<file path="config.mk">
export PLATFORM = sky130hd
export DESIGN_NAME = tls_sequencer
export DESIGN_NICKNAME = d
export VERILOG_FILES = /design/src/design/tls_pkg.sv /design/src/design/tls_sequencer.sv
export SDC_FILE = /design/constraint.sdc
export NUM_CORES = 2
export LEC_CHECK = 0
export BUFFER_PORTS_ARGS = -buffer_cell sky130_fd_sc_hd__clkbuf_2
export CORE_UTILIZATION = 35
export CTS_CLUSTER_DIAMETER = 150
export CTS_CLUSTER_SIZE = 40
export DETAILED_ROUTE_END_ITERATION = 8
export PLACE_DENSITY_LB_ADDON = 0.12
export SETUP_SLACK_MARGIN = 0.1
export SYNTH_ARGS = -nofsm -noshare
export SYNTH_HDL_FRONTEND = slang
export SYNTH_SLANG_ARGS = --single-unit
</file>
<file path="constraint.sdc">
create_clock -name clk_i -period 26 [get_ports clk_i]
set_clock_uncertainty 0.05 [all_clocks]
set_input_delay 2.6 -clock clk_i [delete_from_list [all_inputs] [get_ports clk_i]]
set_output_delay 2.6 -clock clk_i [all_outputs]
set_load 0.01 [all_outputs]
</file>
<file path="src/design/tls_pkg.sv">
// Constants and types shared by the transfer load sequencer.
package tls_pkg;
	localparam int          CLK_HZ         = 125_000_000;
	localparam int          TENTH_MS       = 100;
	localparam int          TENTH_CYCLES   = CLK_HZ / 1000 * TENTH_MS;
	localparam logic [3:0]  TENTHS_PER_SEC = 4'hA;
	localparam int          NUM_LOADS      = 9;
	localparam logic [15:0] MAX_LOAD_SEC   = 16'h0E10;
	localparam logic [15:0] SEC_PER_MIN    = 16'h003C;

	// ===========================================================
	// Register byte offsets and load table page codes
	localparam logic [7:0] REG_CTRL     = 8'h00;
	localparam logic [7:0] REG_STATUS   = 8'h04;
	localparam logic [7:0] REG_XFER_DLY = 8'h08;
	localparam logic [7:0] REG_SYNC     = 8'h0C;
	localparam logic [7:0] REG_DEBOUNCE = 8'h10;
	localparam logic [7:0] REG_SRC_CFG  = 8'h14;
	localparam logic [7:0] REG_ROLE_DLY = 8'h18;
	localparam logic [1:0] LOAD1_PAGE   = 2'h1;
	localparam logic [1:0] LOAD2_PAGE   = 2'h2;

	// ===========================================================
	// Field positions
	localparam int F_EN1   = 0;
	localparam int F_EN2   = 1;
	localparam int F_PREF  = 2;
	localparam int F_MODEL = 3;
	localparam int F_ROT   = 5;
	localparam int F_IPM   = 7;
	localparam int F_MODE  = 8;
	localparam int F_CNT1  = 10;
	localparam int F_CNT2  = 14;
	localparam int F_WIN   = 0;
	localparam int F_VLIM  = 4;
	localparam int F_FLIM  = 7;
	localparam int F_ALIM  = 9;
	localparam int F_FAIL  = 13;
	localparam int F_DISC  = 0;
	localparam int F_RECON = 12;

	// ===========================================================
	// Reset values and limits
	localparam logic [17:0] CTRL_RST = 18'h04400;
	localparam logic [24:0] SYNC_RST = 25'h003D4D5;
	localparam logic [6:0]  DEB_RST  = 7'h05;
	localparam logic [11:0] WIN_MIN  = 12'h005;
	localparam logic [11:0] WIN_MAX  = 12'h00F;
	localparam logic [11:0] VLIM_MAX = 12'h005;
	localparam logic [11:0] FLIM_MAX = 12'h003;
	localparam logic [11:0] ALIM_MAX = 12'h00A;
	localparam logic [11:0] FAIL_MAX = 12'hE10;
	localparam logic [11:0] DEB_MIN  = 12'h001;
	localparam logic [11:0] DEB_MAX  = 12'h063;
	localparam logic [11:0] CNT_MIN  = 12'h001;
	localparam logic [11:0] CNT_MAX  = 12'h009;

	// ===========================================================
	// Mode codes
	localparam logic [1:0] MODEL_STD    = 2'h0;
	localparam logic [1:0] MODEL_PGM    = 2'h1;
	localparam logic [1:0] MODEL_CLOSED = 2'h2;
	localparam logic [1:0] ROT_OFF      = 2'h0;
	localparam logic [1:0] ROT_FWD      = 2'h1;
	localparam logic [1:0] ROT_REV      = 2'h2;
	localparam logic [1:0] MODE_UG      = 2'h0;
	localparam logic [1:0] MODE_UU      = 2'h1;

	typedef enum logic [2:0]
	{
		ST_IDLE,
		ST_PRE,
		ST_SYNC,
		ST_XFER,
		ST_POST
	} tls_state_type;
endpackage

</file>
<file path="src/design/tls_sequencer.sv">
// Load shed and restore sequencer with sync gating and Wishbone registers.
`timescale 1ns/1ns

module tls_sequencer
#(
	parameter int TENTH_CYCLES = tls_pkg::TENTH_CYCLES
)
(
	input  wire logic                         clk_i,
	input  wire logic                         rst_i,
	input  wire logic [7:0]                   adr_i,
	input  wire logic [31:0]                  dat_i,
	output logic      [31:0]                  dat_o,
	input  wire logic                         we_i,
	input  wire logic [3:0]                   sel_i,
	input  wire logic                         cyc_i,
	input  wire logic                         stb_i,
	output logic                              ack_o,
	input  wire logic [1:0]                   src_live_i,
	input  wire logic [1:0]                   pos_i,
	input  wire logic                         xfer_req_i,
	input  wire logic                         conn_low_i,
	input  wire logic [1:0]                   rot_rev_i,
	input  wire logic                         approaching_i,
	input  wire logic [7:0]                   angle_diff_i,
	input  wire logic [7:0]                   volt_diff_i,
	input  wire logic [7:0]                   freq_diff_i,
	output logic      [1:0]                   xfer_cmd_o,
	output logic      [tls_pkg::NUM_LOADS-1:0] load_open_o,
	output logic                              sync_fail_o,
	output logic                              seq_busy_o
);
	import tls_pkg::*;

	typedef struct packed
	{
		logic                  ack;
		logic [31:0]           rdat;
		logic [17:0]           ctrl;
		logic [31:0]           xdly;
		logic [24:0]           sync;
		logic [6:0]            deb;
		logic [31:0]           srcc;
		logic [31:0]           rdly;
		logic [17:0][23:0]     ld;
		tls_state_type         st;
		logic                  tgt;
		logic [15:0]           el;
		logic [23:0]           div;
		logic [3:0]            sdiv;
		logic                  tenth;
		logic                  sec;
		logic [1:0][6:0]       bad;
		logic [1:0]            avail;
		logic [NUM_LOADS-1:0]  lo;
		logic [1:0]            cmd;
		logic                  fail;
		logic                  busy;
	} tls_regs_type;

	tls_regs_type q;
	tls_regs_type nxt;

	// ===========================================================
	// Helpers
	function automatic logic [31:0] merge(input logic [31:0] old,
		input logic [31:0] nw, input logic [3:0] sel);
		logic [31:0] r;
		r = old;
		for (int b = 0; b < 4; b++)
		begin
			if (sel[b])
				r[b*8 +: 8] = nw[b*8 +: 8];
		end
		return r;
	endfunction

	function automatic logic [11:0] lim(input logic [11:0] v,
		input logic [11:0] lo, input logic [11:0] hi);
		return (v < lo) ? lo : ((v > hi) ? hi : v);
	endfunction

	// Minutes in bits 11:6, seconds in bits 5:0, capped at one hour.
	function automatic logic [15:0] mmss(input logic [11:0] f);
		logic [15:0] t;
		t = 16'({10'h0, f[11:6]} * SEC_PER_MIN) + {10'h0, f[5:0]};
		return (t > MAX_LOAD_SEC) ? MAX_LOAD_SEC : t;
	endfunction

	function automatic logic [15:0] max_of(input logic [15:0] base,
		input logic [NUM_LOADS-1:0][15:0] d,
		input logic [NUM_LOADS-1:0] m);
		logic [15:0] r;
		r = base;
		for (int i = 0; i < NUM_LOADS; i++)
		begin
			if (m[i] && d[i] > r)
				r = d[i];
		end
		return r;
	endfunction

	// ===========================================================
	// Per-load decode for the source being transferred to
	logic                        pref;
	logic                        both;
	logic                        want;
	logic [1:0]                  model;
	logic [1:0]                  rot_eff;
	logic                        rot_ok;
	logic                        ipm_on;
	logic                        diff_bad;
	logic                        win_ok;
	logic                        hold;
	logic [3:0]                  cnt_t;
	logic                        en_t;
	logic [15:0]                 tdly;
	logic [15:0]                 t_max;
	logic [NUM_LOADS-1:0]        part;
	logic [NUM_LOADS-1:0]        pre_part;
	logic [NUM_LOADS-1:0]        pre_open;
	logic [NUM_LOADS-1:0]        post_open;
	logic [NUM_LOADS-1:0][15:0]  disc_s;
	logic [NUM_LOADS-1:0][15:0]  rec_s;
	logic [7:0]                  idx;
	logic [31:0]                 wv;
	logic [11:0]                 lc1;
	logic [11:0]                 lc2;
	logic [11:0]                 lw;
	logic [11:0]                 lv;
	logic [11:0]                 lf;
	logic [11:0]                 la;
	logic [11:0]                 ldb;

	assign pref  = q.ctrl[F_PREF];
	assign both  = &q.avail;
	assign model = q.ctrl[F_MODEL +: 2];
	// Load tables stay with the physical side, not the role.
	assign cnt_t = q.tgt ? q.ctrl[F_CNT2 +: 4] : q.ctrl[F_CNT1 +: 4];
	assign en_t  = q.tgt ? q.ctrl[F_EN2] : q.ctrl[F_EN1];
	// Low half is preferred-to-standby, high half standby-to-preferred.
	assign tdly  = (q.tgt == pref) ? q.xdly[31:16] : q.xdly[15:0];

	genvar gi;
	generate
		for (gi = 0; gi < NUM_LOADS; gi++)
		begin : g_load
			assign disc_s[gi]    = mmss(q.ld[q.tgt ? gi + NUM_LOADS : gi][F_DISC +: 12]);
			assign rec_s[gi]     = mmss(q.ld[q.tgt ? gi + NUM_LOADS : gi][F_RECON +: 12]);
			assign part[gi]      = en_t && (4'(gi) < cnt_t);
			assign pre_part[gi]  = part[gi] && both;
			assign pre_open[gi]  = pre_part[gi] &&
				({1'b0, q.el} + {1'b0, disc_s[gi]} >= {1'b0, t_max});
			assign post_open[gi] = q.lo[gi] && (q.el < rec_s[gi]);
		end
	endgenerate

	assign t_max = max_of(tdly, disc_s, pre_part);

	// Seek the preferred source; a test or peak shave request goes to standby while both are available.
	assign want = (xfer_req_i && both) ? ~pref
		: (q.avail[pref] ? pref : ~pref);

	assign rot_eff = (model == MODEL_CLOSED && q.ctrl[F_ROT +: 2] == ROT_OFF)
		? ROT_FWD : q.ctrl[F_ROT +: 2];
	assign rot_ok  = (rot_eff == ROT_OFF) ||
		(rot_rev_i[q.tgt] == (rot_eff == ROT_REV));
	assign ipm_on  = (model == MODEL_CLOSED) ||
		(model == MODEL_STD && q.ctrl[F_IPM]);
	assign diff_bad = (volt_diff_i > {5'h0, q.sync[F_VLIM +: 3]}) ||
		(freq_diff_i > {6'h0, q.sync[F_FLIM +: 2]}) ||
		(angle_diff_i > {4'h0, q.sync[F_ALIM +: 4]});
	assign win_ok  = approaching_i &&
		(angle_diff_i <= {4'h0, q.sync[F_WIN +: 4]});
	assign hold    = !rot_ok || (ipm_on && both && !conn_low_i &&
		((model == MODEL_CLOSED) ? diff_bad
		: (q.ctrl[F_MODE +: 2] != MODE_UU && !win_ok)));

	assign idx = {4'h0, adr_i[5:2]} + ((adr_i[7:6] == LOAD2_PAGE) ? 8'h09 : 8'h00);

	// ===========================================================
	// Next state
	always_comb
	begin
		nxt = q;
		wv = 32'h0;
		lc1 = 12'h000;
		lc2 = 12'h000;
		lw = 12'h000;
		lv = 12'h000;
		lf = 12'h000;
		la = 12'h000;
		ldb = 12'h000;
		nxt.ack = cyc_i & stb_i & ~q.ack;
		nxt.tenth = 1'b0;
		nxt.sec = 1'b0;
		if (q.div == 24'(TENTH_CYCLES - 1))
		begin
			nxt.div = '0;
			nxt.tenth = 1'b1;
		end
		else
			nxt.div = q.div + 24'h000001;
		if (q.tenth)
		begin
			if (q.sdiv == TENTHS_PER_SEC - 4'h1)
			begin
				nxt.sdiv = '0;
				nxt.sec = 1'b1;
			end
			else
				nxt.sdiv = q.sdiv + 4'h1;
		end
		for (int k = 0; k < 2; k++)
		begin
			if (src_live_i[k])
			begin
				nxt.bad[k] = '0;
				nxt.avail[k] = 1'b1;
			end
			else if (q.tenth)
			begin
				if (q.bad[k] >= q.deb)
					nxt.avail[k] = 1'b0;
				else
					nxt.bad[k] = q.bad[k] + 7'h01;
			end
		end

		// Register access is committed on the edge that raises ack.
		if (cyc_i && stb_i && !q.ack)
		begin
			case (adr_i)
				REG_CTRL:     nxt.rdat = {14'h0, q.ctrl};
				REG_STATUS:   nxt.rdat = {15'h0, q.st, q.lo, q.busy,
					q.tgt, q.avail, q.fail};
				REG_XFER_DLY: nxt.rdat = q.xdly;
				REG_SYNC:     nxt.rdat = {7'h0, q.sync};
				REG_DEBOUNCE: nxt.rdat = {25'h0, q.deb};
				REG_SRC_CFG:  nxt.rdat = q.srcc;
				REG_ROLE_DLY: nxt.rdat = q.rdly;
				default:      nxt.rdat = (adr_i[7:6] != 2'h0 &&
					adr_i[7:6] != 2'h3 && adr_i[5:2] < 4'h9)
					? {8'h0, q.ld[idx[4:0]]} : 32'h0;
			endcase
			if (we_i)
			begin
				case (adr_i)
					REG_CTRL:
					begin
						wv = merge({14'h0, q.ctrl}, dat_i, sel_i);
						lc2 = lim({8'h0, wv[F_CNT2 +: 4]}, CNT_MIN, CNT_MAX);
						lc1 = lim({8'h0, wv[F_CNT1 +: 4]}, CNT_MIN, CNT_MAX);
						nxt.ctrl = {lc2[3:0], lc1[3:0], wv[9:0]};
					end
					REG_STATUS:
					begin
						if (sel_i[0] && dat_i[0])
							nxt.fail = 1'b0;
					end
					REG_XFER_DLY: nxt.xdly = merge(q.xdly, dat_i, sel_i);
					REG_SYNC:
					begin
						wv = merge({7'h0, q.sync}, dat_i, sel_i);
						la = lim({8'h0, wv[F_ALIM +: 4]}, 12'h0, ALIM_MAX);
						lf = lim({10'h0, wv[F_FLIM +: 2]}, 12'h0, FLIM_MAX);
						lv = lim({9'h0, wv[F_VLIM +: 3]}, 12'h0, VLIM_MAX);
						lw = lim({8'h0, wv[F_WIN +: 4]}, WIN_MIN, WIN_MAX);
						nxt.sync = {lim(wv[F_FAIL +: 12], 12'h0, FAIL_MAX),
							la[3:0], lf[1:0], lv[2:0], lw[3:0]};
					end
					REG_DEBOUNCE:
					begin
						wv = merge({25'h0, q.deb}, dat_i, sel_i);
						ldb = lim({5'h0, wv[6:0]}, DEB_MIN, DEB_MAX);
						nxt.deb = ldb[6:0];
					end
					REG_SRC_CFG:  nxt.srcc = merge(q.srcc, dat_i, sel_i);
					REG_ROLE_DLY: nxt.rdly = merge(q.rdly, dat_i, sel_i);
					default:
					begin
						if (adr_i[7:6] != 2'h0 && adr_i[7:6] != 2'h3 &&
							adr_i[5:2] < 4'h9)
						begin
							wv = merge({8'h0, q.ld[idx[4:0]]}, dat_i, sel_i);
							nxt.ld[idx[4:0]] = wv[23:0];
						end
					end
				endcase
			end
		end

		// Sequencer; a fault raised here outranks a clear written above.
		case (q.st)
			ST_IDLE:
			begin
				nxt.busy = 1'b0;
				nxt.lo = '0;
				nxt.cmd = '0;
				// With the generator preferred, utility is used on its loss, or on a test or peak shave request while both are available.
				if (|q.avail && !(pos_i[want] && !pos_i[~want]))
				begin
					nxt.tgt = want;
					nxt.el = '0;
					nxt.busy = 1'b1;
					nxt.st = ST_PRE;
				end
			end
			ST_PRE:
			begin
				nxt.lo = pre_open;
				if (!(|q.avail) || want != q.tgt)
				begin
					nxt.lo = '0;
					nxt.st = ST_IDLE;
				end
				else if (q.el >= t_max)
				begin
					nxt.el = '0;
					nxt.st = ST_SYNC;
				end
				else if (q.sec)
					nxt.el = q.el + 16'h0001;
			end
			ST_SYNC:
			begin
				if (!q.avail[q.tgt])
				begin
					nxt.lo = '0;
					nxt.st = ST_IDLE;
				end
				else if (!hold)
					nxt.st = ST_XFER;
				else if (q.sec)
				begin
					if (q.el >= {4'h0, q.sync[F_FAIL +: 12]})
					begin
						nxt.fail = 1'b1;
						nxt.st = ST_XFER;
					end
					else
						nxt.el = q.el + 16'h0001;
				end
			end
			ST_XFER:
			begin
				nxt.cmd = q.tgt ? 2'b10 : 2'b01;
				nxt.lo = part;
				if (pos_i[q.tgt] && !pos_i[~q.tgt])
				begin
					nxt.cmd = '0;
					nxt.el = '0;
					nxt.st = ST_POST;
				end
			end
			ST_POST:
			begin
				nxt.lo = post_open;
				if (q.sec)
					nxt.el = q.el + 16'h0001;
				if (q.lo == '0)
					nxt.st = ST_IDLE;
			end
			default: nxt.st = ST_IDLE;
		endcase
	end

	// ===========================================================
	// State register
	always_ff @(posedge clk_i)
	begin
		if (rst_i)
		begin
			q <= '0;
			q.ctrl <= CTRL_RST;
			q.sync <= SYNC_RST;
			q.deb <= DEB_RST;
			q.st <= ST_IDLE;
		end
		else
			q <= nxt;
	end

	assign dat_o       = q.rdat;
	assign ack_o       = q.ack;
	assign xfer_cmd_o  = q.cmd;
	assign load_open_o = q.lo;
	assign sync_fail_o = q.fail;
	assign seq_busy_o  = q.busy;
endmodule

</file>
==> metrics <==
Die ar. 192000 sq um; Die X ~440 um; 1st-pass router iterations 9; first-pass GRT wire length 400000 um; busiest grt layer met2; Worst slew margin 0.0899; library cells used by synthesis 106; critical path endpoint category flip-flop; Clock Tree Buf Depth 3; Root Buffer clkbuf_16; global route overflow 0; Hold Crit Start q[514]; H-tree depth 1; Post-Syn Area 66400 sq um; Clock transition at path regs approximately 160 ps; largest net degree at the start of global routing 201; outcome finished, violations left; hold path depth 2; Slew Limit Fails 0; Sum Neg Setup Slack 0 ps; Placed Area 70500 sq um; MaxCap Viol Count 0; commonest cells in the netlist ha_1, nand2_1, nor2_1; power density cells 27.4 nW/um^2; EDFF count, synth 0; Reg2Reg Depth between 100 and 150; leading area contributor after synthesis dfxtp_1; Initial Util 0.353; Arr. time, crit path 25210 ps; fraction of layout instances using a drive strength above 1 0.108; CTS Sinks 690; WP data required approximately 26000 ps; most frequent cell after synthesis ha_1; Starting DRT DRC Count 5419; worst vdd ir around 0.000039 V; residual DRC count 30; DR vias between 60000 and 70000; design area 72000 sq um; Hold Fails Final Rpt 0; fin nets 9250; Max Freq ~40 MHz; Slowest-stage cell, CP o31ai_2; Routed wire per std cell between 20 and 30 um; area grow syn2layout 8.33%; gr usage total 0.279; Post-Syn Instances 8119; initial antenna violation count 19; clk_lat worst skew 680 ps; Setup crit start kind flip-flop; grt met2 use 0.436; Final Critical Period ~25000 ps; met1 Use GR 0.398; async set-reset flop share out of synthesis 0; crit-path max FO 11; # rows 159; final WL about 280000 um; syn avg cell area 8.18 sq um; worst slew pin tran 1370 ps; ANT nets after route 0; period utilization 0.951; Seq cells post-synth between 600 and 700; core footprint roughly 190000 sq um; total power 1970 uW; number of I/O port buffers approximately 130; CTS Buf Count 24; synth top area cells dfxtp_1, ha_1, fa_1, a21oi_1, nand2_1; post-synthesis sequential area ratio 0.208; CP peak stage delay 660 ps; die height 438 um; Hold Path Class flip-flop to flip-flop; final setup fails 0; LEAKAGE a little over 0.03 uW; launching point of the worst reg2reg path q[75]; number of global-route vias before repair 57400; failing checks DRC; GP Congestion 0.948; Final HPWL DP approximately 210000 um; Synth top area share 0.208; Yosys Warn Count 0; fill count 19400; Cells after DPL roughly 11000; met3 Resource Use GR 0.0387; # IOs between 100 and 150; most used cell, CP ha_1; vias per cell 5.74; CTS tree done; Setup Crit Path Kind flip-flop to flip-flop; most common flop cell mapped by yosys dfxtp_1; post-route insts no fill 10600; crit path from q[75]
-- power by group --
part           leakage [uW]  switching [uW]  internal [uW]
clock              0.000388             404            190
combinational        0.0244             215           91.4
sequential          0.00557            6.81           1060
total                0.0304             625           1340
-- final timing paths --
check	endpoint	slack, ps
setup / recovery	load_open_o[5]	1280
hold / removal	q[514]	410
setup reg to reg	load_open_o[5]	1280
hold reg to reg	q[514]	410
-- logic make-up after synthesis --
logic type,Yosys count,share of synthesized area
and+or+nand+nor,2580,0.180
AOI/OAI and AO/OA,2075,0.205
buffers and inverters,953,0.0569
muxes,428,0.0859
other,2,0.000113
xor gates and xnor gates,344,0.0463
DFF,690,0.208
adders and majority gates,1047,0.218
-- what timing repair did --
item,CTS,global route
hold buffers,0,0
gates resized for setup,8,81
buffers inserted,3,27
endpoints found under the setup margin,27,28
gates cloned,0,4
pin swaps,0,18
-- critical path: cells and delay by family (launching register included) --
family / cells / cell delay (ps)
mux: 1 / 280
flops: 1 / 470
simple gates: 36 / 6040
compound gates: 44 / 9980
fa+ha+maj: 14 / 4940
buf+inv: 15 / 2550
xor+xnor: 1 / 170
-- metrics by stage --
step	setup WS, ps	util	hold slack (ps)
floorplan	138	-	376
global placement	-568	0.375	385
detailed placement	-776	0.375	392
CTS	208	0.379	412
global route	-5.70	0.382	425
finish	1280	0.382	411
-- cell type report --
class	count	area [sq um]	share of cell area
Multi-Input combinational cell	6503	49700	0.690
Sequential cell	690	13800	0.192
Tap cell	2495	3120	0.0434
Timing Repair Buffer	350	2410	0.0335
Inverter	554	2090	0.0290
Clock buffer	26	629	0.00874
Clock inverter	10	183	0.00254
Antenna cell	8	20.0	0.000278
-- cells in the final DEF, fill, tap and decap left out, drive strengths merged, types with 31 or more instances in the layout --
cell,Yosys,routed
and2,48,48
a31oi,40,40
o22ai,32,32
nor3b,35,35
buf,88,223
a22oi,57,57
or2,44,44
nand2b,97,97
nor3,133,133
nand4,79,79
o21a,109,109
or3,29,31
inv,552,555
and3,60,60
o21ai,333,333
a21o,164,164
fa,189,189
mux2,177,177
nor2b,128,128
nor2,794,794
o21bai,46,46
nand2,820,820
a21oi,623,623
a211oi,326,326
ha,856,856
mux4,96,96
clkbuf,311,152
xnor2,229,229
xor2,113,113
nor4,47,47
nand3,192,192
a221oi,41,41
mux2i,155,155
dfxtp,690,690
o211ai,32,32
-- sequential cells by signal (all words and copies together), names as in the netlist --
signal	count
xfer_cmd_o	2
dat_o	32
sync_fail_o	1
pref	1
q	641
ack_o	1
load_open_o	9
model	2
seq_busy_o	1
-- layer usage --
layer  vias up  wire, um
met2      1908    121000
met5         -        67
li1      29000         -
met4         8      8460
met1     29900    130000
met3       266     17300
Note: power is estimated with default switching activity, not from simulation.
